**config.mk**
```make
export PLATFORM = sky130hd
export DESIGN_NAME = cell_port_device_flat
export DESIGN_NICKNAME = d
export VERILOG_FILES = /design/src/logic/cell_port_pkg.sv /design/src/logic/cell_port_if.sv /design/src/logic/cell_fifo.sv /design/src/logic/cell_port_device.sv /design/src/flat_wrapper.sv
export SDC_FILE = /design/constraint.sdc
export NUM_CORES = 1
export LEC_CHECK = 0
export ABC_AREA = 1
export BUFFER_PORTS_ARGS = -buffer_cell sky130_fd_sc_hd__buf_2
export CAP_MARGIN = 40
export CORE_MARGIN = 2
export CORE_UTILIZATION = 45
export CTS_CLUSTER_SIZE = 25
export DETAILED_ROUTE_END_ITERATION = 10
export PLACE_DENSITY = 0.65
export SYNTH_ARGS = -nofsm -noshare
export SYNTH_HDL_FRONTEND = slang
export SYNTH_SLANG_ARGS = --single-unit
```
**constraint.sdc**
```tcl
create_clock -name i_clk -period 3 [get_ports i_clk]
set_input_delay 0.15 -clock i_clk [delete_from_list [all_inputs] [get_ports i_clk]]
set_output_delay 0.15 -clock i_clk [all_outputs]
set_load 0.01 [all_outputs]
```
**src/logic/cell_port_pkg.sv**
```systemverilog
/*
  shared constants and the mode type for the cell inlet/outlet port pair.
  assumes both ends are clocked at 50 MHz and share one link.
*/
package cell_port_pkg;
  localparam int          CLK_MHZ         = 50;
  localparam int          CELL_BYTES      = 53;
  localparam logic [5:0]  LAST_BYTE_IDX   = 6'h34;
  localparam logic [5:0]  GFC_BYTE_IDX    = 6'h00;
  localparam int          GFC_MSB         = 7;
  localparam int          GFC_LSB         = 4;
  localparam logic [5:0]  PTI_BYTE_IDX    = 6'h03;
  localparam int          PTI_CI_BIT      = 1;
  localparam logic [1:0]  LINE_CLK_SELECT = 2'h2;
  localparam logic [2:0]  CLK_DIV_HALF    = 3'h3;
  localparam int          FIFO_DEPTH      = 8;
  localparam int          FIFO_WIDTH      = 9;
  localparam logic [7:0]  ACK_NONE        = 8'h00;

  typedef enum logic [1:0] {
    MODE_UTOPIA,
    MODE_SIXTEEN,
    MODE_BACK_TO_BACK,
    MODE_LINE_IF
  } port_mode_type;
endpackage

```
**src/logic/cell_port_if.sv**
```systemverilog
/*
  carrier for the cell port link between the device end and the far end.
  assumes the bench resolves nothing: every pin here has one driver per role.
*/
`timescale 1ns/1ns
interface cell_port_if;
  logic       inlet_ack_flag;
  logic       inlet_reject_flag;
  logic       inlet_second_flag;
  logic       inlet_fourth_flag;
  logic       inlet_cell_start;
  logic [7:0] inlet_byte_bus;
  logic       inlet_enable_n;
  logic       outlet_cell_available;
  logic       outlet_transfer_clock;
  logic       outlet_enable_n;
  logic [7:0] outlet_byte_bus;
  logic       outlet_cell_start;
  logic       lim_transmit_load;

  modport device (
    output inlet_ack_flag, inlet_reject_flag,
    input  inlet_second_flag, inlet_fourth_flag, inlet_cell_start, inlet_byte_bus,
    input  inlet_enable_n,
    input  outlet_cell_available, outlet_transfer_clock, outlet_enable_n,
    output outlet_byte_bus, outlet_cell_start,
    input  lim_transmit_load
  );
  modport far_end (
    input  inlet_ack_flag, inlet_reject_flag,
    output inlet_second_flag, inlet_fourth_flag, inlet_cell_start, inlet_byte_bus,
    output inlet_enable_n,
    output outlet_cell_available, outlet_transfer_clock, outlet_enable_n,
    input  outlet_byte_bus, outlet_cell_start,
    output lim_transmit_load
  );
endinterface

```
**src/logic/cell_fifo.sv**
```systemverilog
/*
  small synchronous fifo with valid/ready on both sides.
  assumes one clock and an asynchronous active-low reset.
*/
`timescale 1ns/1ns
module cell_fifo #(
  parameter int WIDTH = 9,
  parameter int DEPTH = 8
) (
  input  wire logic             i_clk,
  input  wire logic             i_rstn,
  input  wire logic             i_in_valid,
  output logic                  o_in_ready,
  input  wire logic [WIDTH-1:0] i_in_data,
  output logic                  o_out_valid,
  input  wire logic             i_out_ready,
  output logic      [WIDTH-1:0] o_out_data
);
  localparam int AW = $clog2(DEPTH);
  logic [WIDTH-1:0] mem [DEPTH];
  logic [AW:0]      wr_reg;
  logic [AW:0]      rd_reg;
  logic             push;
  logic             pop;

  assign o_in_ready  = (wr_reg - rd_reg) != (AW+1)'(DEPTH);
  assign o_out_valid = wr_reg != rd_reg;
  assign o_out_data  = mem[rd_reg[AW-1:0]];
  assign push        = i_in_valid && o_in_ready;
  assign pop         = o_out_valid && i_out_ready;

  always_ff @(posedge i_clk or negedge i_rstn) begin
    if (!i_rstn) begin
      wr_reg <= '0;
      rd_reg <= '0;
    end else begin
      if (push) wr_reg <= wr_reg + 1'b1;
      if (pop)  rd_reg <= rd_reg + 1'b1;
    end
  end

  always_ff @(posedge i_clk) begin
    if (push) mem[wr_reg[AW-1:0]] <= i_in_data;
  end
endmodule

```
**src/logic/cell_port_device.sv**
```systemverilog
/*
  device end of the cell port: inlet acknowledge/reject, outlet cell sender
  with gfc insertion, atm/phy emulation and line-interface mode.
  assumes the far end follows the cell-available and enable handshakes.
*/
`timescale 1ns/1ns

module cell_port_device (
  input  wire logic                         i_clk,
  input  wire logic                         i_rstn,
  cell_port_if.device                       link,
  input  wire cell_port_pkg::port_mode_type i_mode,
  input  wire logic                         i_atm_layer,
  input  wire logic [1:0]                   i_port_clock_select,
  input  wire logic                         i_line_side_clock,
  input  wire logic [3:0]                   i_generic_flow,
  input  wire logic                         i_force_abr_congestion,
  input  wire logic                         i_cell_reject,
  input  wire logic                         i_lim_flush_request,
  input  wire logic                         i_tx_valid,
  output logic                              o_tx_ready,
  input  wire logic [7:0]                   i_tx_byte,
  input  wire logic                         i_tx_first,
  output logic                              o_outlet_transfer_clock,
  output logic                              o_outlet_enable_n,
  output logic                              o_outlet_cell_available,
  output logic                              o_lim_transmit_valid,
  output logic                              o_lim_receive_flush,
  output logic                              o_lim_flush_done,
  output logic                              o_lim_error_interrupt,
  output logic                              o_rx_valid,
  output logic [7:0]                        o_rx_byte,
  output logic                              o_rx_first
);
  typedef enum logic [1:0] {TX_IDLE, TX_SEND} tx_state_type;

  typedef struct packed {
    logic [1:0]   clk_sync;
    logic [1:0]   line_sync;
    logic [1:0]   clav_sync;
    logic [1:0]   enb_sync;
    logic [1:0]   load_sync;
    logic [1:0]   soc_sync;
    logic [1:0]   ienb_sync;
    logic [15:0]  data_sync;
    logic [1:0]   f2_sync;
    logic [1:0]   f4_sync;
    logic [1:0]   frc_sync;
    logic [7:0]   gfc_sync;
    logic         edge_prev;
    logic [2:0]   div_cnt;
    logic         clk_out;
    tx_state_type tx_state;
    logic [5:0]   tx_idx;
    logic         tx_enb_n;
    logic [7:0]   tx_data;
    logic         tx_soc;
    logic         tx_dval;
    logic [5:0]   rx_idx;
    logic         rx_busy;
    logic         ack;
    logic         rej;
    logic         rx_valid;
    logic [7:0]   rx_byte;
    logic         rx_first;
  } state_type;

  state_type st_reg;
  state_type st_next;
  logic      fifo_valid;
  logic      fifo_pop;
  logic [8:0] fifo_data;
  logic      is_line_if;
  logic      own_clock;
  logic      xfer_edge;
  logic      far_ready;
  logic      head_first;

  function automatic logic parity_odd(input logic [7:0] b);
    parity_odd = ~^b;
  endfunction

  // ------------------------------------------------------------
  // outlet staging buffer
  // ------------------------------------------------------------
  cell_fifo #(
    .WIDTH (cell_port_pkg::FIFO_WIDTH),
    .DEPTH (cell_port_pkg::FIFO_DEPTH)
  ) u_fifo (
    .i_clk       (i_clk),
    .i_rstn      (i_rstn),
    .i_in_valid  (i_tx_valid),
    .o_in_ready  (o_tx_ready),
    .i_in_data   ({i_tx_first, i_tx_byte}),
    .o_out_valid (fifo_valid),
    .i_out_ready (fifo_pop),
    .o_out_data  (fifo_data)
  );

  assign head_first = fifo_data[8];
  assign is_line_if = i_mode == cell_port_pkg::MODE_LINE_IF;
  assign own_clock  = i_atm_layer && !is_line_if && i_mode != cell_port_pkg::MODE_BACK_TO_BACK;

  // ------------------------------------------------------------
  // transfer edge selection
  // ------------------------------------------------------------
  always_comb begin
    if (i_port_clock_select == cell_port_pkg::LINE_CLK_SELECT) begin
      xfer_edge = st_reg.line_sync[1] && !st_reg.edge_prev;
    end else if (own_clock) begin
      xfer_edge = st_reg.div_cnt == cell_port_pkg::CLK_DIV_HALF && !st_reg.clk_out;
    end else if (is_line_if) begin
      xfer_edge = st_reg.clk_sync[1] && !st_reg.edge_prev && !st_reg.load_sync[1];
    end else begin
      xfer_edge = st_reg.clk_sync[1] && !st_reg.edge_prev;
    end
  end

  // the far end's enable only counts when it owns the enable
  always_comb begin
    if (own_clock) begin
      far_ready = st_reg.clav_sync[1] || st_reg.tx_state == TX_SEND;
    end else if (is_line_if) begin
      far_ready = 1'b1;
    end else begin
      far_ready = !st_reg.enb_sync[1];
    end
  end

  assign fifo_pop = xfer_edge && fifo_valid && far_ready
                    && (st_reg.tx_state == TX_SEND || head_first);

  // ------------------------------------------------------------
  // next state
  // ------------------------------------------------------------
  always_comb begin
    st_next            = st_reg;
    st_next.clk_sync   = {st_reg.clk_sync[0], link.outlet_transfer_clock};
    st_next.line_sync  = {st_reg.line_sync[0], i_line_side_clock};
    st_next.clav_sync  = {st_reg.clav_sync[0], link.outlet_cell_available};
    st_next.enb_sync   = {st_reg.enb_sync[0], link.outlet_enable_n};
    st_next.load_sync  = {st_reg.load_sync[0], link.lim_transmit_load};
    st_next.soc_sync   = {st_reg.soc_sync[0], link.inlet_cell_start};
    st_next.ienb_sync  = {st_reg.ienb_sync[0], link.inlet_enable_n};
    st_next.data_sync  = {st_reg.data_sync[7:0], link.inlet_byte_bus};
    st_next.f2_sync    = {st_reg.f2_sync[0], link.inlet_second_flag};
    st_next.f4_sync    = {st_reg.f4_sync[0], link.inlet_fourth_flag};
    st_next.frc_sync   = {st_reg.frc_sync[0], i_force_abr_congestion};
    st_next.gfc_sync   = {st_reg.gfc_sync[3:0], i_generic_flow};
    st_next.edge_prev  = (i_port_clock_select == cell_port_pkg::LINE_CLK_SELECT)
                         ? st_reg.line_sync[1] : st_reg.clk_sync[1];
    st_next.rx_valid   = 1'b0;
    st_next.ack        = 1'b0;
    st_next.rej        = 1'b0;
    // divider for the outlet clock we drive ourselves
    if (st_reg.div_cnt == cell_port_pkg::CLK_DIV_HALF) begin
      st_next.div_cnt = 3'h0;
      st_next.clk_out = !st_reg.clk_out;
    end else begin
      st_next.div_cnt = st_reg.div_cnt + 3'h1;
    end

    if (xfer_edge) begin
      st_next.tx_enb_n = 1'b1;
      st_next.tx_dval  = 1'b0;
      st_next.tx_soc   = 1'b0;
      case (st_reg.tx_state)
        TX_IDLE: begin
          if (fifo_valid && !head_first) begin
            st_next.tx_state = TX_IDLE;
          end else if (fifo_valid && far_ready) begin
            st_next.tx_state = TX_SEND;
          end
        end
        TX_SEND: begin
          if (fifo_pop && st_reg.tx_idx == cell_port_pkg::LAST_BYTE_IDX) begin
            st_next.tx_state = TX_IDLE;
          end
        end
        default: st_next.tx_state = TX_IDLE;
      endcase
      if (fifo_pop) begin
        st_next.tx_data  = fifo_data[7:0];
        st_next.tx_idx   = (st_reg.tx_state == TX_IDLE) ? 6'h1 : st_reg.tx_idx + 6'h1;
        if (st_reg.tx_state == TX_IDLE) begin
          st_next.tx_data[cell_port_pkg::GFC_MSB:cell_port_pkg::GFC_LSB]
            = st_reg.gfc_sync[7:4];
        end
        st_next.tx_enb_n = 1'b0;
        st_next.tx_dval  = 1'b1;
        st_next.tx_soc   = is_line_if ? parity_odd(st_next.tx_data)
                                      : st_reg.tx_state == TX_IDLE;
        if (st_reg.tx_idx == cell_port_pkg::LAST_BYTE_IDX) begin
          st_next.tx_idx = 6'h0;
        end
      end
    end

    // inlet: sample a byte while the far end's enable is low
    if (!st_reg.ienb_sync[1] && !is_line_if) begin
      st_next.rx_valid = 1'b1;
      st_next.rx_byte  = st_reg.data_sync[15:8];
      st_next.rx_first = st_reg.soc_sync[1];
      if (st_reg.soc_sync[1]) begin
        st_next.rx_idx  = 6'h1;
        st_next.rx_busy = 1'b1;
      end else if (st_reg.rx_busy) begin
        st_next.rx_idx  = st_reg.rx_idx + 6'h1;
        if (st_reg.rx_idx == cell_port_pkg::PTI_BYTE_IDX && st_reg.frc_sync[1]
            && st_reg.data_sync[15:8] != cell_port_pkg::ACK_NONE) begin
          st_next.rx_byte[cell_port_pkg::PTI_CI_BIT] = 1'b1;
        end
        if (st_reg.rx_idx == cell_port_pkg::LAST_BYTE_IDX) begin
          st_next.rx_busy = 1'b0;
          st_next.ack     = !i_cell_reject;
          st_next.rej     = i_cell_reject;
        end
      end
    end
  end

  always_ff @(posedge i_clk or negedge i_rstn) begin
    if (!i_rstn) begin
      st_reg          <= '0;
      st_reg.clk_sync <= 2'h0;
      st_reg.enb_sync <= 2'h3;
      st_reg.ienb_sync <= 2'h3;
      st_reg.load_sync <= 2'h3;
      st_reg.tx_enb_n <= 1'b1;
      st_reg.tx_state <= TX_IDLE;
    end else begin
      st_reg <= st_next;
    end
  end

  // ------------------------------------------------------------
  // outputs
  // ------------------------------------------------------------
  assign link.outlet_byte_bus   = st_reg.tx_data;
  assign link.outlet_cell_start = st_reg.tx_soc;
  assign link.inlet_ack_flag    = !is_line_if && st_reg.ack;
  assign link.inlet_reject_flag = !is_line_if && st_reg.rej;
  assign o_outlet_transfer_clock = own_clock && st_reg.clk_out;
  assign o_outlet_enable_n       = own_clock ? st_reg.tx_enb_n : 1'b1;
  assign o_outlet_cell_available = !i_atm_layer && !is_line_if
                                   && fifo_valid && head_first;
  assign o_lim_transmit_valid    = is_line_if && st_reg.tx_dval;
  assign o_lim_receive_flush     = is_line_if && i_lim_flush_request;
  assign o_lim_flush_done        = is_line_if && st_reg.f2_sync[1];
  assign o_lim_error_interrupt   = is_line_if && st_reg.f4_sync[1];
  assign o_rx_valid = st_reg.rx_valid;
  assign o_rx_byte  = st_reg.rx_byte;
  assign o_rx_first = st_reg.rx_first;
endmodule

```
**src/flat_wrapper.sv**
```systemverilog
// flat-port wrapper written by rule: the top's interface ports become plain ports
module cell_port_device_flat 
  (i_clk, i_rstn, i_mode, i_atm_layer, i_port_clock_select, i_line_side_clock, i_generic_flow, i_force_abr_congestion, i_cell_reject, i_lim_flush_request, i_tx_valid, o_tx_ready, i_tx_byte, i_tx_first, o_outlet_transfer_clock, o_outlet_enable_n, o_outlet_cell_available, o_lim_transmit_valid, o_lim_receive_flush, o_lim_flush_done, o_lim_error_interrupt, o_rx_valid, o_rx_byte, o_rx_first, link_inlet_ack_flag, link_inlet_reject_flag, link_inlet_second_flag, link_inlet_fourth_flag, link_inlet_cell_start, link_inlet_byte_bus, link_inlet_enable_n, link_outlet_cell_available, link_outlet_transfer_clock, link_outlet_enable_n, link_outlet_byte_bus, link_outlet_cell_start, link_lim_transmit_load);
  cell_port_if link_i ();
  input  wire logic i_clk;
  input  wire logic i_rstn;
  input  wire cell_port_pkg::port_mode_type i_mode;
  input  wire logic i_atm_layer;
  input  wire logic [1:0] i_port_clock_select;
  input  wire logic i_line_side_clock;
  input  wire logic [3:0] i_generic_flow;
  input  wire logic i_force_abr_congestion;
  input  wire logic i_cell_reject;
  input  wire logic i_lim_flush_request;
  input  wire logic i_tx_valid;
  output logic o_tx_ready;
  input  wire logic [7:0] i_tx_byte;
  input  wire logic i_tx_first;
  output logic o_outlet_transfer_clock;
  output logic o_outlet_enable_n;
  output logic o_outlet_cell_available;
  output logic o_lim_transmit_valid;
  output logic o_lim_receive_flush;
  output logic o_lim_flush_done;
  output logic o_lim_error_interrupt;
  output logic o_rx_valid;
  output logic [7:0] o_rx_byte;
  output logic o_rx_first;
  output wire logic [$bits(link_i.inlet_ack_flag)-1:0] link_inlet_ack_flag;
  output wire logic [$bits(link_i.inlet_reject_flag)-1:0] link_inlet_reject_flag;
  input wire logic [$bits(link_i.inlet_second_flag)-1:0] link_inlet_second_flag;
  input wire logic [$bits(link_i.inlet_fourth_flag)-1:0] link_inlet_fourth_flag;
  input wire logic [$bits(link_i.inlet_cell_start)-1:0] link_inlet_cell_start;
  input wire logic [$bits(link_i.inlet_byte_bus)-1:0] link_inlet_byte_bus;
  input wire logic [$bits(link_i.inlet_enable_n)-1:0] link_inlet_enable_n;
  input wire logic [$bits(link_i.outlet_cell_available)-1:0] link_outlet_cell_available;
  input wire logic [$bits(link_i.outlet_transfer_clock)-1:0] link_outlet_transfer_clock;
  input wire logic [$bits(link_i.outlet_enable_n)-1:0] link_outlet_enable_n;
  output wire logic [$bits(link_i.outlet_byte_bus)-1:0] link_outlet_byte_bus;
  output wire logic [$bits(link_i.outlet_cell_start)-1:0] link_outlet_cell_start;
  input wire logic [$bits(link_i.lim_transmit_load)-1:0] link_lim_transmit_load;
  assign link_inlet_ack_flag = link_i.inlet_ack_flag;
  assign link_inlet_reject_flag = link_i.inlet_reject_flag;
  assign link_i.inlet_second_flag = link_inlet_second_flag;
  assign link_i.inlet_fourth_flag = link_inlet_fourth_flag;
  assign link_i.inlet_cell_start = link_inlet_cell_start;
  assign link_i.inlet_byte_bus = link_inlet_byte_bus;
  assign link_i.inlet_enable_n = link_inlet_enable_n;
  assign link_i.outlet_cell_available = link_outlet_cell_available;
  assign link_i.outlet_transfer_clock = link_outlet_transfer_clock;
  assign link_i.outlet_enable_n = link_outlet_enable_n;
  assign link_outlet_byte_bus = link_i.outlet_byte_bus;
  assign link_outlet_cell_start = link_i.outlet_cell_start;
  assign link_i.lim_transmit_load = link_lim_transmit_load;
  cell_port_device u_core (.i_clk(i_clk), .i_rstn(i_rstn), .link(link_i), .i_mode(i_mode), .i_atm_layer(i_atm_layer), .i_port_clock_select(i_port_clock_select), .i_line_side_clock(i_line_side_clock), .i_generic_flow(i_generic_flow), .i_force_abr_congestion(i_force_abr_congestion), .i_cell_reject(i_cell_reject), .i_lim_flush_request(i_lim_flush_request), .i_tx_valid(i_tx_valid), .o_tx_ready(o_tx_ready), .i_tx_byte(i_tx_byte), .i_tx_first(i_tx_first), .o_outlet_transfer_clock(o_outlet_transfer_clock), .o_outlet_enable_n(o_outlet_enable_n), .o_outlet_cell_available(o_outlet_cell_available), .o_lim_transmit_valid(o_lim_transmit_valid), .o_lim_receive_flush(o_lim_receive_flush), .o_lim_flush_done(o_lim_flush_done), .o_lim_error_interrupt(o_lim_error_interrupt), .o_rx_valid(o_rx_valid), .o_rx_byte(o_rx_byte), .o_rx_first(o_rx_first));
endmodule
```
---- Yosys cells after proc, flatten, opt, wreduce, memory -nomap -nowiden ----
Memory sizes are Yosys's and may differ from the RTL's.
Cells that the tools add are included.
Widths: inputs -> output; s select.
cells by class
  equal/unequal tests ..................... 12
  $add $sub $neg .......................... 6
  reductions and logical operators ........ 45
  muxes and demuxes ....................... 29
operators with widths
  operator             count
  $logic_and 1x1->1    27
  $mux 1               13
  $add 6x1->6 const B  2
  $eq 6x6->1 const B   2
  $mux 12              1
  $mux 4               3
  $mux 6               2
  $mux 11              1
  $logic_not 1->1      9
  $mux 9               1
  $add 4x1->4 const B  2
  $mux 2               4
  $reduce_bool 8->1    1
  $reduce_xnor 8->1    1
  $mux 7               1
  $eq 6x2->1 const B   1
  $mux 3               2
  $eq 2x2->1 const B   2
  $ne 2x2->1 const B   2
  $ne 4x4->1           1
  $ne 4x4->1 const B   1
  $pmux 2 s2           1
  $reduce_and 2->1     2
  $sub 4x4->4          1
  other kinds (8)      9
word-level totals
  memories kept ........................... 1
  logic and storage cells ................. 123
  memory bits (writable) .................. 72
  output and inout port bits .............. 29
  register bits ........................... 95
memories
  memory             words  bits a word  read ports  clocked after memory_dff  write ports  RTL line         RTL
  u_core.u_fifo.mem  8      9            1           0                         1            cell_fifo.sv:20  logic [WIDTH-1:0] mem [DEPTH];

---- Depth between registers and ports, before layout ----
Gate-level depths: netlist (run 1).
  word-level depth ........................ 14
  gate-level depth with buffers ........... 17
  mapped depth without buffers ............ 15

---- Cells and area by module ----
Synthesis (run 1) repeated with hierarchy kept, for this count alone.
unflattened totals
  cells, all modules ...................... 661
  area, all modules ....................... 6942.9 µm²
modules (own cells, without submodules)
  module            sequential area each (µm²)  cells an instance  times used  area each (µm²)
  cell_port_device  2160.8                      369                1           3562.2
  cell_fifo         2362.3                      292                1           3380.7

---- Least setup slack after synthesis (run 1) ----
Ideal clock, no wire load.
  path type ............................... register -> register
  start point ............................. reg u_core.u_fifo.rd_reg[1]
  end point ............................... mem u_core.u_fifo.mem[4][0], enable pin
  required time ........................... 2.626 ns
  arrival ................................. 2.406 ns
  slack ................................... 0.219 ns
  period minus slack after synthesis ...... 2.781 ns
  cell stages (with the launch flop) ...... 14
  path through ............................ dfrtp_1 > buf_2 > inv_2 > buf_2 > ha_1 > a21oi_1 > inv_1 > a21oi_1 > xnor2_1 > nand3_1 > nand2_1 > inv_1 > nand2_1 > nor2_1
on the way
  cells in the longest elaborated chain, start to end .. 5
RTL lines
  element                       RTL line            RTL
  start: declaration            cell_fifo.sv:22     logic [AW:0] rd_reg;
  start signal: assignment      cell_fifo.sv:38     if (pop) rd_reg <= rd_reg + 1'b1;
  $sub 4x4->4                   cell_fifo.sv:26     assign o_in_ready = (wr_reg - rd_reg) != (AW+1)'(DEPTH);
  $ne 4x4->1                    cell_fifo.sv:26
  net o_tx_ready                flat_wrapper.sv:16  output logic o_tx_ready;
  $logic_and 1x1->1             cell_fifo.sv:29     assign push = i_in_valid && o_in_ready;
  $mux 1                        cell_fifo.sv:43     if (push) mem[wr_reg[AW-1:0]] <= i_in_data;
  $mux 1 (implied by the code)  cell_fifo.sv:43
  end: declaration              cell_fifo.sv:20
The timed path passes the listed nets, and every way through them passes these cells.

---- Worst setup path in the final report (run 1) ----
  start point ............................. reg u_core.u_fifo.rd_reg[0]
  end point ............................... mem u_core.u_fifo.mem[2][2], enable pin
on the way
  cells in the longest elaborated chain, start to end .. 5
RTL lines
  element                       RTL line
  $sub 4x4->4                   cell_fifo.sv:26
  $ne 4x4->1                    cell_fifo.sv:26
  $logic_and 1x1->1             cell_fifo.sv:29
  $mux 1                        cell_fifo.sv:43
  $mux 1 (implied by the code)  cell_fifo.sv:43
No other way between the ends.

==> results of run 1 <==
## cell type report
cell class / count / area [sq um]
Timing Repair Buffer: 110 / 716
Inverter: 98 / 370
Clock buffer: 20 / 447
Sequential cell: 166 / 4520
Fill cell: 1285 / 6890
Tap cell: 211 / 264
Clock inverter: 12 / 143
Multi-Input combinational cell: 395 / 1900
## cells in the final DEF, fill, tap and decap left out, drive strengths merged, types with 2 or more instances in the layout
cell | synthesis | routed
a21boi | 2 | 2
a21oi | 13 | 13
buf | 31 | 86
bufinv | 0 | 2
clkbuf | 2 | 20
clkinv | 0 | 4
dfrtp | 87 | 87
dfstp | 7 | 7
dlygate4sd3 | 0 | 24
edfxtp | 72 | 72
ha | 10 | 10
inv | 98 | 103
nand2 | 199 | 199
nand3 | 58 | 58
nand4 | 2 | 2
nor2 | 49 | 49
nor3 | 6 | 6
nor4 | 4 | 4
o21ai | 31 | 31
o31ai | 2 | 2
xnor2 | 3 | 3
xor2 | 7 | 7
## stage by stage
stage	cell area, sq um	setup slack [ns]	std cells	utilization [%]	hold slack (ns)
floorplan	7050	0.219	692	-	-0.146
global placement	7540	0.610	956	49.4	0.259
detailed placement	7540	0.452	956	49.4	0.259
CTS	8370	0.421	1012	54.8	0.0106
global route	8370	0.149	1012	54.8	0.0595
finish	8370	0.410	1012	54.8	0.0265
## power breakdown
part / internal, W / switching (W)
logic: 0.000873 / 0.00167
registers: 0.00278 / 0.000229
clock network: 0.00126 / 0.000899
## cells by family after synthesis
logic type / share of synthesized area, %
buffers and inverters: 8.89
XOR/XNOR: 1.24
flip-flops: 64.1
AO/OA/AOI/OAI: 4.35
adder cells (fa/ha/maj): 1.77
AND/OR/NAND/NOR: 19.6
## worst max-delay path: cells and delay by family, from the launching register on
family                   cells  cell delay (ns)
flip-flops                   1             0.61
AND/OR/NAND/NOR              4             0.53
buffers and inverters        4             0.46
AO/OA/AOI/OAI                2             0.38
adder cells (fa/ha/maj)      1             0.23
XOR/XNOR                     1             0.09
## layer usage
layer	global-route usage, %	vias up	wire length (um)
met2	31.6	131	7210
met1	24.0	2316	6510
li1	-	2391	-
met3	4.91	24	785
met5	0	-	0
met4	8.25	0	317
## repair_timing
action / 4_1_cts / 5_1_grt
gates resized for setup: 0 / 0
setup buffers: 0 / 0
hold buffers: 24 / 0
hold endpoints to repair: 80 / 0
## worst max path at each step
| stage | from | endpoint | slack (ns) | depth (start not counted) |
|---|---|---|---|---|
| 5_1_grt | u_core.u_fifo.rd_reg[0]$_DFFE_PN0P_ | u_core.u_fifo.mem[2][8]$_DFFE_PP_ | 0.15 | 12 |
| 2_1_floorplan | u_core.u_fifo.rd_reg[1]$_DFFE_PN0P_ | u_core.u_fifo.mem[4][0]$_DFFE_PP_ | 0.22 | 13 |
| 3_5_place_dp | u_core.u_fifo.rd_reg[0]$_DFFE_PN0P_ | u_core.u_fifo.mem[2][4]$_DFFE_PP_ | 0.45 | 12 |
| 4_1_cts | u_core.u_fifo.rd_reg[0]$_DFFE_PN0P_ | u_core.u_fifo.mem[2][2]$_DFFE_PP_ | 0.42 | 12 |
| 6_report | u_core.u_fifo.rd_reg[0]$_DFFE_PN0P_ | u_core.u_fifo.mem[2][2]$_DFFE_PP_ | 0.41 | 12 |
| 3_3_place_gp | u_core.u_fifo.rd_reg[0]$_DFFE_PN0P_ | u_core.u_fifo.mem[2][4]$_DFFE_PP_ | 0.61 | 12 |
==> results.py, run 1 <==
metrics = {
    "power_and_ir_drop": {
        "power.total_w": 0.00772,
        "p_leak_nw": 3.94,
        "p_per_area_mw_per_mm2": 922,
        "ir_worst_vdd_mv": 0.554,
    },
    "timing": {
        "fin_crit_ns": 2.59,
        "relSlewSlack_pct": 49.7,
        "finalSetupViolCount": 0,
        "clock_skew_ns": 0.00701,
        "setup_tns_ns": 0,
        "rsz0062_at_grt": "false",
        "period_share_pct": 86.3,
        "tightest_slew_ns": 0.755,
        "clock.fmax_ghz": 0.386,
        "hold_viol_final": 0,
        "maxSlewViolCount": 0,
    },
    "critical_path": {
        "startpoint_type": "register",
        "cp.required_ns": 3.13,
        "r2r_slack_ns": 0.41,
        "ff2ff_path_depth": 12,
        "path_common_cell": "inv_1",
        "path_cells": "ha_1 -> inv_1 -> a21oi_1 -> inv_1 -> a21oi_1 -> xnor2_1 -> nand3_1 -> nand2_1 -> inv_1 -> nand2_1 -> nor2_1 -> buf_4",
        "cp_max_fo": 12,
        "path_class": "reg -> reg",
        "worst_ep_arrival_time_ns": 2.72,
        "slowest_delay_ns": 0.61,
        "rr_startpoint": "u_core.u_fifo.rd_reg[0]$_DFFE_PN0P_",
        "timing.rr.end": "u_core.u_fifo.mem[2][2]$_DFFE_PP_",
        "crit_slowest_cell": "dfrtp_1",
        "cp-end-kind": "register",
    },
    "logic_synthesis": {
        "ys_ff_latch": 166,
        "synth_fp_nets": 743,
        "synth_top_cell_area_share_pct": 30.9,
        "synthMostInstantiatedCell": "nand2_1",
        "synthArstFlopShare_pct": 56.6,
        "syn_inst": 692,
        "synthFlopType": "dfrtp_1",
        "synth_common_cells": "nand2_1, inv_1, dfrtp_1",
        "yosysTopAreaCell": "dfrtp_1",
        "yosys_warnings": 0,
        "ys_top_cells_by_area": "dfrtp_1, edfxtp_1, nand2_1",
        "syn_area_sq_mm": 0.00705,
        "synth_edf_count": 72,
        "seq_area_frac_synth_pct": 64.1,
        "yosysUniqueCellTypes": 43,
        "syn_avg_cell_area_sq_um": 10.2,
    },
    "detailed_routing": {
        "drtIter0Drc": 327,
        "vias": 4862,
        "wl_per_cell_um": 14.6,
        "antenna_left": 0,
        "vias_per_cell": 4.80,
        "firstDrtPassIters": 5,
        "routed_wl_um": 14800,
        "drcViolationCount": 0,
    },
    "cts": {
        "cts_buffer_depth": 2,
        "cts-buffers-inserted": 17,
        "clk_latency_ns": 0.43,
        "root_buffer": "clkbuf_16",
        "clock-sinks": 166,
        "cts_tree": "yes",
        "clkTransAtPathRegs_ns": 0.06,
        "htree_levels": 4,
    },
    "min_path": {
        "whs_endpoint": "u_core.st_reg[42]$_DFF_PN0_",
        "holdPathStages": 3,
        "min_from": "i_port_clock_select[0]",
        "hold_path.class": "in -> reg",
    },
    "outcome": {
        "status": "completed",
    },
    "grt": {
        "grt.overflow.total": 0,
        "grt.total_usage_pct": 19.1,
        "antenna_found_initial": 0,
        "grt_pass1_vias": 4852,
        "grt_start_max_net_pins": 63,
        "grt_first_pass_wirelength_um": 24000,
    },
    "cells_and_area": {
        "drive_gt1_share_pct": 19.0,
        "largest_reg_flops": 72,
        "finalNetCount": 839,
        "area_growth_pct": 18.6,
        "antennaDiodeCount": 0,
    },
    "die": {
        "die_area_sq_mm": 0.0167,
        "rows": 45,
        "die_w_um": 129,
        "coreArea_sq_mm": 0.0153,
        "floorplan.initialDensity_pct": 46.2,
        "num_io_pins": 70,
        "die_y_um": 129,
    },
    "place": {
        "place.port_buffers": 69,
        "dp_hpwl_um": 10200,
        "place.gp.congestion": 0.856,
    },
    "flow_run": {
        "drv_cap": 0,
    },
}
Note: power is estimated with default switching activity, not from simulation.
==> run 2: changes to the inputs <==
--- a/config.mk
+++ b/config.mk
@@ -6,7 +6,7 @@
 export NUM_CORES = 1
 export LEC_CHECK = 0
 export ABC_AREA = 1
-export BUFFER_PORTS_ARGS = -buffer_cell sky130_fd_sc_hd__buf_2
+export BUFFER_PORTS_ARGS = -buffer_cell sky130_fd_sc_hd__buf_4
 export CAP_MARGIN = 40
 export CORE_MARGIN = 2
 export CORE_UTILIZATION = 45
==> run 2 against run 1 <==
Net effect:
- register-to-register slack improved by 0.15 ns
- setup slack improved by 0.15 ns
- first-iteration DRC count rose by 17%
- largest power group unchanged
- highest routed layer unchanged
==> results.py, run 2 (synthesized netlist as in run 1, its figures left out) <==
metrics = {
    "grt": {
        "antenna_found_initial": 0,
        "grt_start_max_net_pins": 49,
        "grt_first_pass_wirelength_um": 24200,
        "met1_usage_pct": 25.1,
        "grt_pass1_vias": 4860,
        "grt.total_usage_pct": 19.4,
        "grt_util_met3_pct": 4.13,
        "use_met2_pct": 32.3,
        "busiest_layer": "met2",
        "grt.overflow.total": 0,
    },
    "critical_path": {
        "rr_startpoint": "u_core.u_fifo.wr_reg[1]$_DFFE_PN0P_",
        "path_class": "reg -> reg",
        "cp.required_ns": 3.13,
        "timing.rr.end": "u_core.u_fifo.mem[2][2]$_DFFE_PP_",
        "startpoint_type": "register",
        "ff2ff_path_depth": 11,
        "r2r_slack_ns": 0.56,
        "cp_max_fo": 9,
        "worst_ep_arrival_time_ns": 2.57,
        "cp-end-kind": "register",
    },
    "place": {
        "dp_hpwl_um": 10600,
        "place.gp.congestion": 0.869,
        "place.port_buffers": 69,
        "placed_area_sq_mm": 0.00770,
    },
    "cells_and_area": {
        "antennaDiodeCount": 0,
        "fin_util_pct": 56.3,
        "area_growth_pct": 21.8,
        "final_common_cell": "nand2_1",
        "drive_gt1_share_pct": 18.9,
        "largest_reg_flops": 72,
        "final_cell_area_sq_mm": 0.00859,
        "finalNetCount": 844,
        "mostFrequentLayoutCells": "nand2_1, inv_1, dfrtp_1",
    },
    "timing": {
        "tightest_slew_ns": 0.607,
        "clock.fmax_ghz": 0.410,
        "maxSlewViolCount": 0,
        "clock_skew_ns": 0.00951,
        "setup_tns_ns": 0,
        "relSlewSlack_pct": 59.5,
        "period_share_pct": 81.4,
        "fin_crit_ns": 2.44,
        "hold_viol_final": 0,
        "finalSetupViolCount": 0,
        "rsz0062_at_grt": "false",
    },
    "die": {
        "die_area_sq_mm": 0.0167,
        "coreArea_sq_mm": 0.0153,
        "num_io_pins": 70,
        "rows": 45,
        "die_w_um": 129,
        "die_y_um": 129,
        "floorplan.initialDensity_pct": 46.2,
    },
    "detailed_routing": {
        "firstDrtPassIters": 5,
        "vias": 4909,
        "antenna_left": 0,
        "vias_per_cell": 4.83,
        "wl_per_cell_um": 14.8,
        "routed_wl_um": 15000,
        "drcViolationCount": 0,
        "drtIter0Drc": 383,
    },
    "cts": {
        "cts_tree": "yes",
        "clk_latency_ns": 0.43,
        "cts_buffer_depth": 2,
        "cts_resized": 0,
        "htree_levels": 4,
        "root_buffer": "clkbuf_16",
        "clkTransAtPathRegs_ns": 0.06,
        "clock-sinks": 166,
        "cts-buffers-inserted": 17,
    },
    "min_path": {
        "hold_path.class": "in -> reg",
        "whs_endpoint": "u_core.u_fifo.mem[0][4]$_DFFE_PP_",
        "min_from": "i_tx_byte[4]",
        "holdPathStages": 1,
    },
    "outcome": {
        "status": "completed",
    },
    "power_and_ir_drop": {
        "p_leak_nw": 4.01,
        "ir_worst_vdd_mv": 0.538,
        "p_per_area_mw_per_mm2": 909,
    },
    "flow_run": {
        "drv_cap": 0,
    },
}
-- run 2: critical path, stage by stage, from the launching register on --
cell,delay (ns)
dfrtp_1,0.43
ha_1,0.34
a21oi_1,0.24
inv_1,0.06
a21oi_1,0.16
xnor2_1,0.09
nand3_1,0.10
nand2_1,0.10
inv_1,0.13
nand2_1,0.16
nor2_1,0.14
buf_4,0.19
-- run 2: final cells by class --
cell class | instances | area [sq um]
Clock inverter | 14 | 163
Tap cell | 211 | 264
Inverter | 98 | 370
Clock buffer | 18 | 429
Sequential cell | 166 | 4520
Multi-Input combinational cell | 395 | 1900
Timing Repair Buffer | 115 | 938
Fill cell | 1266 | 6670
-- run 2: power by group --
group | leakage (nW) | internal, W | switching (W)
registers | 1.78 | 0.00278 | 0.000205
logic | 1.94 | 0.000935 | 0.00172
clock network | 0.290 | 0.00125 | 0.000927
total | 4.01 | 0.00496 | 0.00285
-- run 2: repair_timing --
item | 4_1_cts | 5_1_grt
setup buffers | 0 | 0
hold endpoints to repair | 90 | 1
hold buffers | 29 | 1
-- run 2: worst max-delay path by stage --
stage	start	cells after the start	end	slack (ns)
CTS	u_core.u_fifo.wr_reg[1]$_DFFE_PN0P_	11	u_core.u_fifo.mem[2][2]$_DFFE_PP_	0.58
floorplan	u_core.u_fifo.rd_reg[1]$_DFFE_PN0P_	13	u_core.u_fifo.mem[4][0]$_DFFE_PP_	0.22
finish	u_core.u_fifo.wr_reg[1]$_DFFE_PN0P_	11	u_core.u_fifo.mem[2][2]$_DFFE_PP_	0.56
global placement	u_core.u_fifo.wr_reg[1]$_DFFE_PN0P_	11	u_core.u_fifo.mem[0][8]$_DFFE_PP_	0.68
global route	u_core.u_fifo.wr_reg[1]$_DFFE_PN0P_	11	u_core.u_fifo.mem[2][3]$_DFFE_PP_	0.41
detailed placement	u_core.u_fifo.wr_reg[1]$_DFFE_PN0P_	11	u_core.u_fifo.mem[2][3]$_DFFE_PP_	0.60
-- run 2: layer usage --
metal  vias up  wire length (um)  share of wire (%)
met4         0               259                1.7
met3        21               789                5.3
met2       136              7360                 49
met5         -                 0                  0
met1      2352              6620                 44
li1       2400                 -                  -
-- run 2: per-stage QoR --
step	power, W	hold WS [ns]	instances	worst slack, ns
2_1_floorplan	0.00493	-0.146	692	0.219
3_3_place_gp	0.00554	0.190	955	0.675
3_5_place_dp	0.00564	0.200	955	0.604
4_1_cts	0.00786	0.00389	1016	0.584
5_1_grt	0.00836	0.00360	1017	0.410
6_report	0.00781	0.00656	1017	0.559
==> run 3: changes to the inputs <==
==> constraint.sdc (replaced) <==
create_clock -name i_clk -period 2.25 [get_ports i_clk]
set_input_delay 0.1125 -clock i_clk [delete_from_list [all_inputs] [get_ports i_clk]]
set_output_delay 0.1125 -clock i_clk [all_outputs]
set_load 0.01 [all_outputs]
==> run 3 against run 2 <==
Net effect:
- largest power group unchanged
- largest cell class unchanged
- first-iteration DRC count grew 15%
- worst hold slack gained 0.011 ns
- sequential power grew 33%
- critical path depth is the same
==> results.py, run 3 (synthesized netlist as in run 1, its figures left out) <==
metrics = {
    "outcome": {
        "status": "completed",
    },
    "die": {
        "die_y_um": 129,
        "coreArea_sq_mm": 0.0153,
        "rows": 45,
        "num_io_pins": 70,
        "die_w_um": 129,
        "die_area_sq_mm": 0.0167,
        "floorplan.initialDensity_pct": 46.2,
    },
    "detailed_routing": {
        "antenna_left": 0,
        "firstDrtPassIters": 7,
        "wl_per_cell_um": 14.8,
        "drcViolationCount": 0,
        "routed_wl_um": 15100,
        "vias_per_cell": 4.82,
        "vias": 4934,
        "drtIter0Drc": 439,
    },
    "timing": {
        "setup_tns_ns": 0,
        "clock_skew_ns": 0.0115,
        "rsz0062_at_grt": "false",
        "relSlewSlack_pct": 64.8,
        "fin_crit_ns": 2.15,
        "tightest_slew_ns": 0.528,
        "hold_viol_final": 0,
        "period_share_pct": 95.5,
        "maxSlewViolCount": 0,
        "finalSetupViolCount": 0,
        "hold_ws_ns": 0.0174,
        "clock.fmax_ghz": 0.465,
    },
    "cells_and_area": {
        "final_cell_area_sq_mm": 0.00884,
        "final_common_cell": "nand2_1",
        "instances_no_fill": 1023,
        "drive_gt1_share_pct": 21.6,
        "largest_reg_flops": 72,
        "mostFrequentLayoutCells": "nand2_1, inv_1, dfrtp_1",
        "finalNetCount": 850,
        "area_growth_pct": 25.4,
        "antennaDiodeCount": 0,
    },
    "grt": {
        "met1_usage_pct": 25.9,
        "grt_util_met3_pct": 4.29,
        "busiest_layer": "met2",
        "use_met2_pct": 30.7,
        "grt_first_pass_wirelength_um": 24100,
        "grt.total_usage_pct": 19.3,
        "antenna_found_initial": 0,
        "grt_pass1_vias": 4833,
        "grt.overflow.total": 0,
        "grt_start_max_net_pins": 54,
    },
    "critical_path": {
        "slowest_delay_ns": 0.44,
        "path_class": "reg -> reg",
        "startpoint_type": "register",
        "path_cells": "ha_4 -> a21oi_4 -> inv_2 -> a21oi_2 -> xnor2_1 -> nand3_1 -> nand2_2 -> clkinv_4 -> nand2_8 -> nor2_4 -> buf_12",
        "cp-end-kind": "register",
        "crit_slowest_cell": "dfrtp_2",
        "cp_max_fo": 9,
        "cp.required_ns": 2.44,
        "worst_ep_arrival_time_ns": 2.34,
    },
    "cts": {
        "htree_levels": 4,
        "clk_latency_ns": 0.43,
        "clkTransAtPathRegs_ns": 0.06,
        "clock-sinks": 166,
        "cts-buffers-inserted": 17,
        "cts_buffer_depth": 2,
        "cts_tree": "yes",
        "root_buffer": "clkbuf_16",
    },
    "min_path": {
        "hold_path.class": "in -> reg",
    },
    "flow_run": {
        "drv_cap": 0,
    },
    "place": {
        "placed_area_sq_mm": 0.00781,
        "place.gp.congestion": 0.909,
        "dp_cells": 952,
        "place.port_buffers": 69,
        "dp_hpwl_um": 10500,
    },
    "power_and_ir_drop": {
        "p_per_area_mw_per_mm2": 1230,
        "p_leak_nw": 4.06,
        "ir_worst_vdd_mv": 0.632,
        "power.total_w": 0.0108,
    },
}
[run 3: changes by cell type in the layout (fill, tap and decap cells not counted), sizes merged]
cell,before,now
inv,105,103
nor2,49,52
clkinv,4,5
clkbuf,18,19
dlygate4sd3,30,33
[run 3: power by group]
part           leakage [nW]  switching (W)  total, W  internal (W)
Combinational          1.99        0.00251   0.00397       0.00146
Clock                 0.296        0.00118   0.00289       0.00171
Sequential             1.78       0.000261   0.00397       0.00371
Total                  4.06        0.00396    0.0108       0.00688
[run 3: path summary, 6_finish.rpt]
kind                       slack [ns]                                 to  cells after the start                                 from
min                              0.02        u_core.st_reg[42]$_DFF_PN0_                      3               i_port_clock_select[0]
min reg2reg                      0.35        u_core.st_reg[71]$_DFF_PN0_                      0         u_core.st_next[71]$_DFF_PN0_
max in group asynchronous        1.33       u_core.st_next[80]$_DFF_PN1_                      3                               i_rstn
max                              0.10  u_core.u_fifo.mem[6][0]$_DFFE_PP_                     11  u_core.u_fifo.wr_reg[1]$_DFFE_PN0P_
max reg2reg                      0.10  u_core.u_fifo.mem[6][0]$_DFFE_PP_                     11  u_core.u_fifo.wr_reg[1]$_DFFE_PN0P_
min in group asynchronous        0.21       u_core.st_next[52]$_DFF_PN0_                      2                               i_rstn
[run 3: critical path, delay by kind of cell (launching register included)]
kind | cells | cell delay, ns
compound gates | 2 | 0.28
xor+xnor | 1 | 0.12
fa+ha+maj | 1 | 0.26
simple gates | 4 | 0.50
buf+inv | 3 | 0.30
flops | 1 | 0.44
[run 3: timing repair]
item,4_1_cts,5_1_grt
hold buffers,33,0
resized for setup,0,13
hold endpoints to repair,135,0
buffers inserted,0,3
setup endpoints to repair,0,64
[run 3: layout make-up]
class	count	area [sq um]
sequential	166	4520
multi-input combinational	398	2050
timing repair buffer	118	1030
clock buffer	19	454
clock inverter	13	140
fill	1216	6420
inverter	98	380
tap	211	264
[run 3: stage by stage]
stage / util, % / setup slack, ns
floorplan: - / -0.0410
finish: 57.9 / 0.100
global placement: 51.2 / 0.110
detailed placement: 51.2 / 0.0169
CTS: 57.3 / 0.00322
global route: 57.9 / 0.000581
[run 3: metal layers]
metal	vias up	wire length (um)
met3	27	899
li1	2420	-
met1	2317	6700
met5	-	0
met4	0	345
met2	170	7150
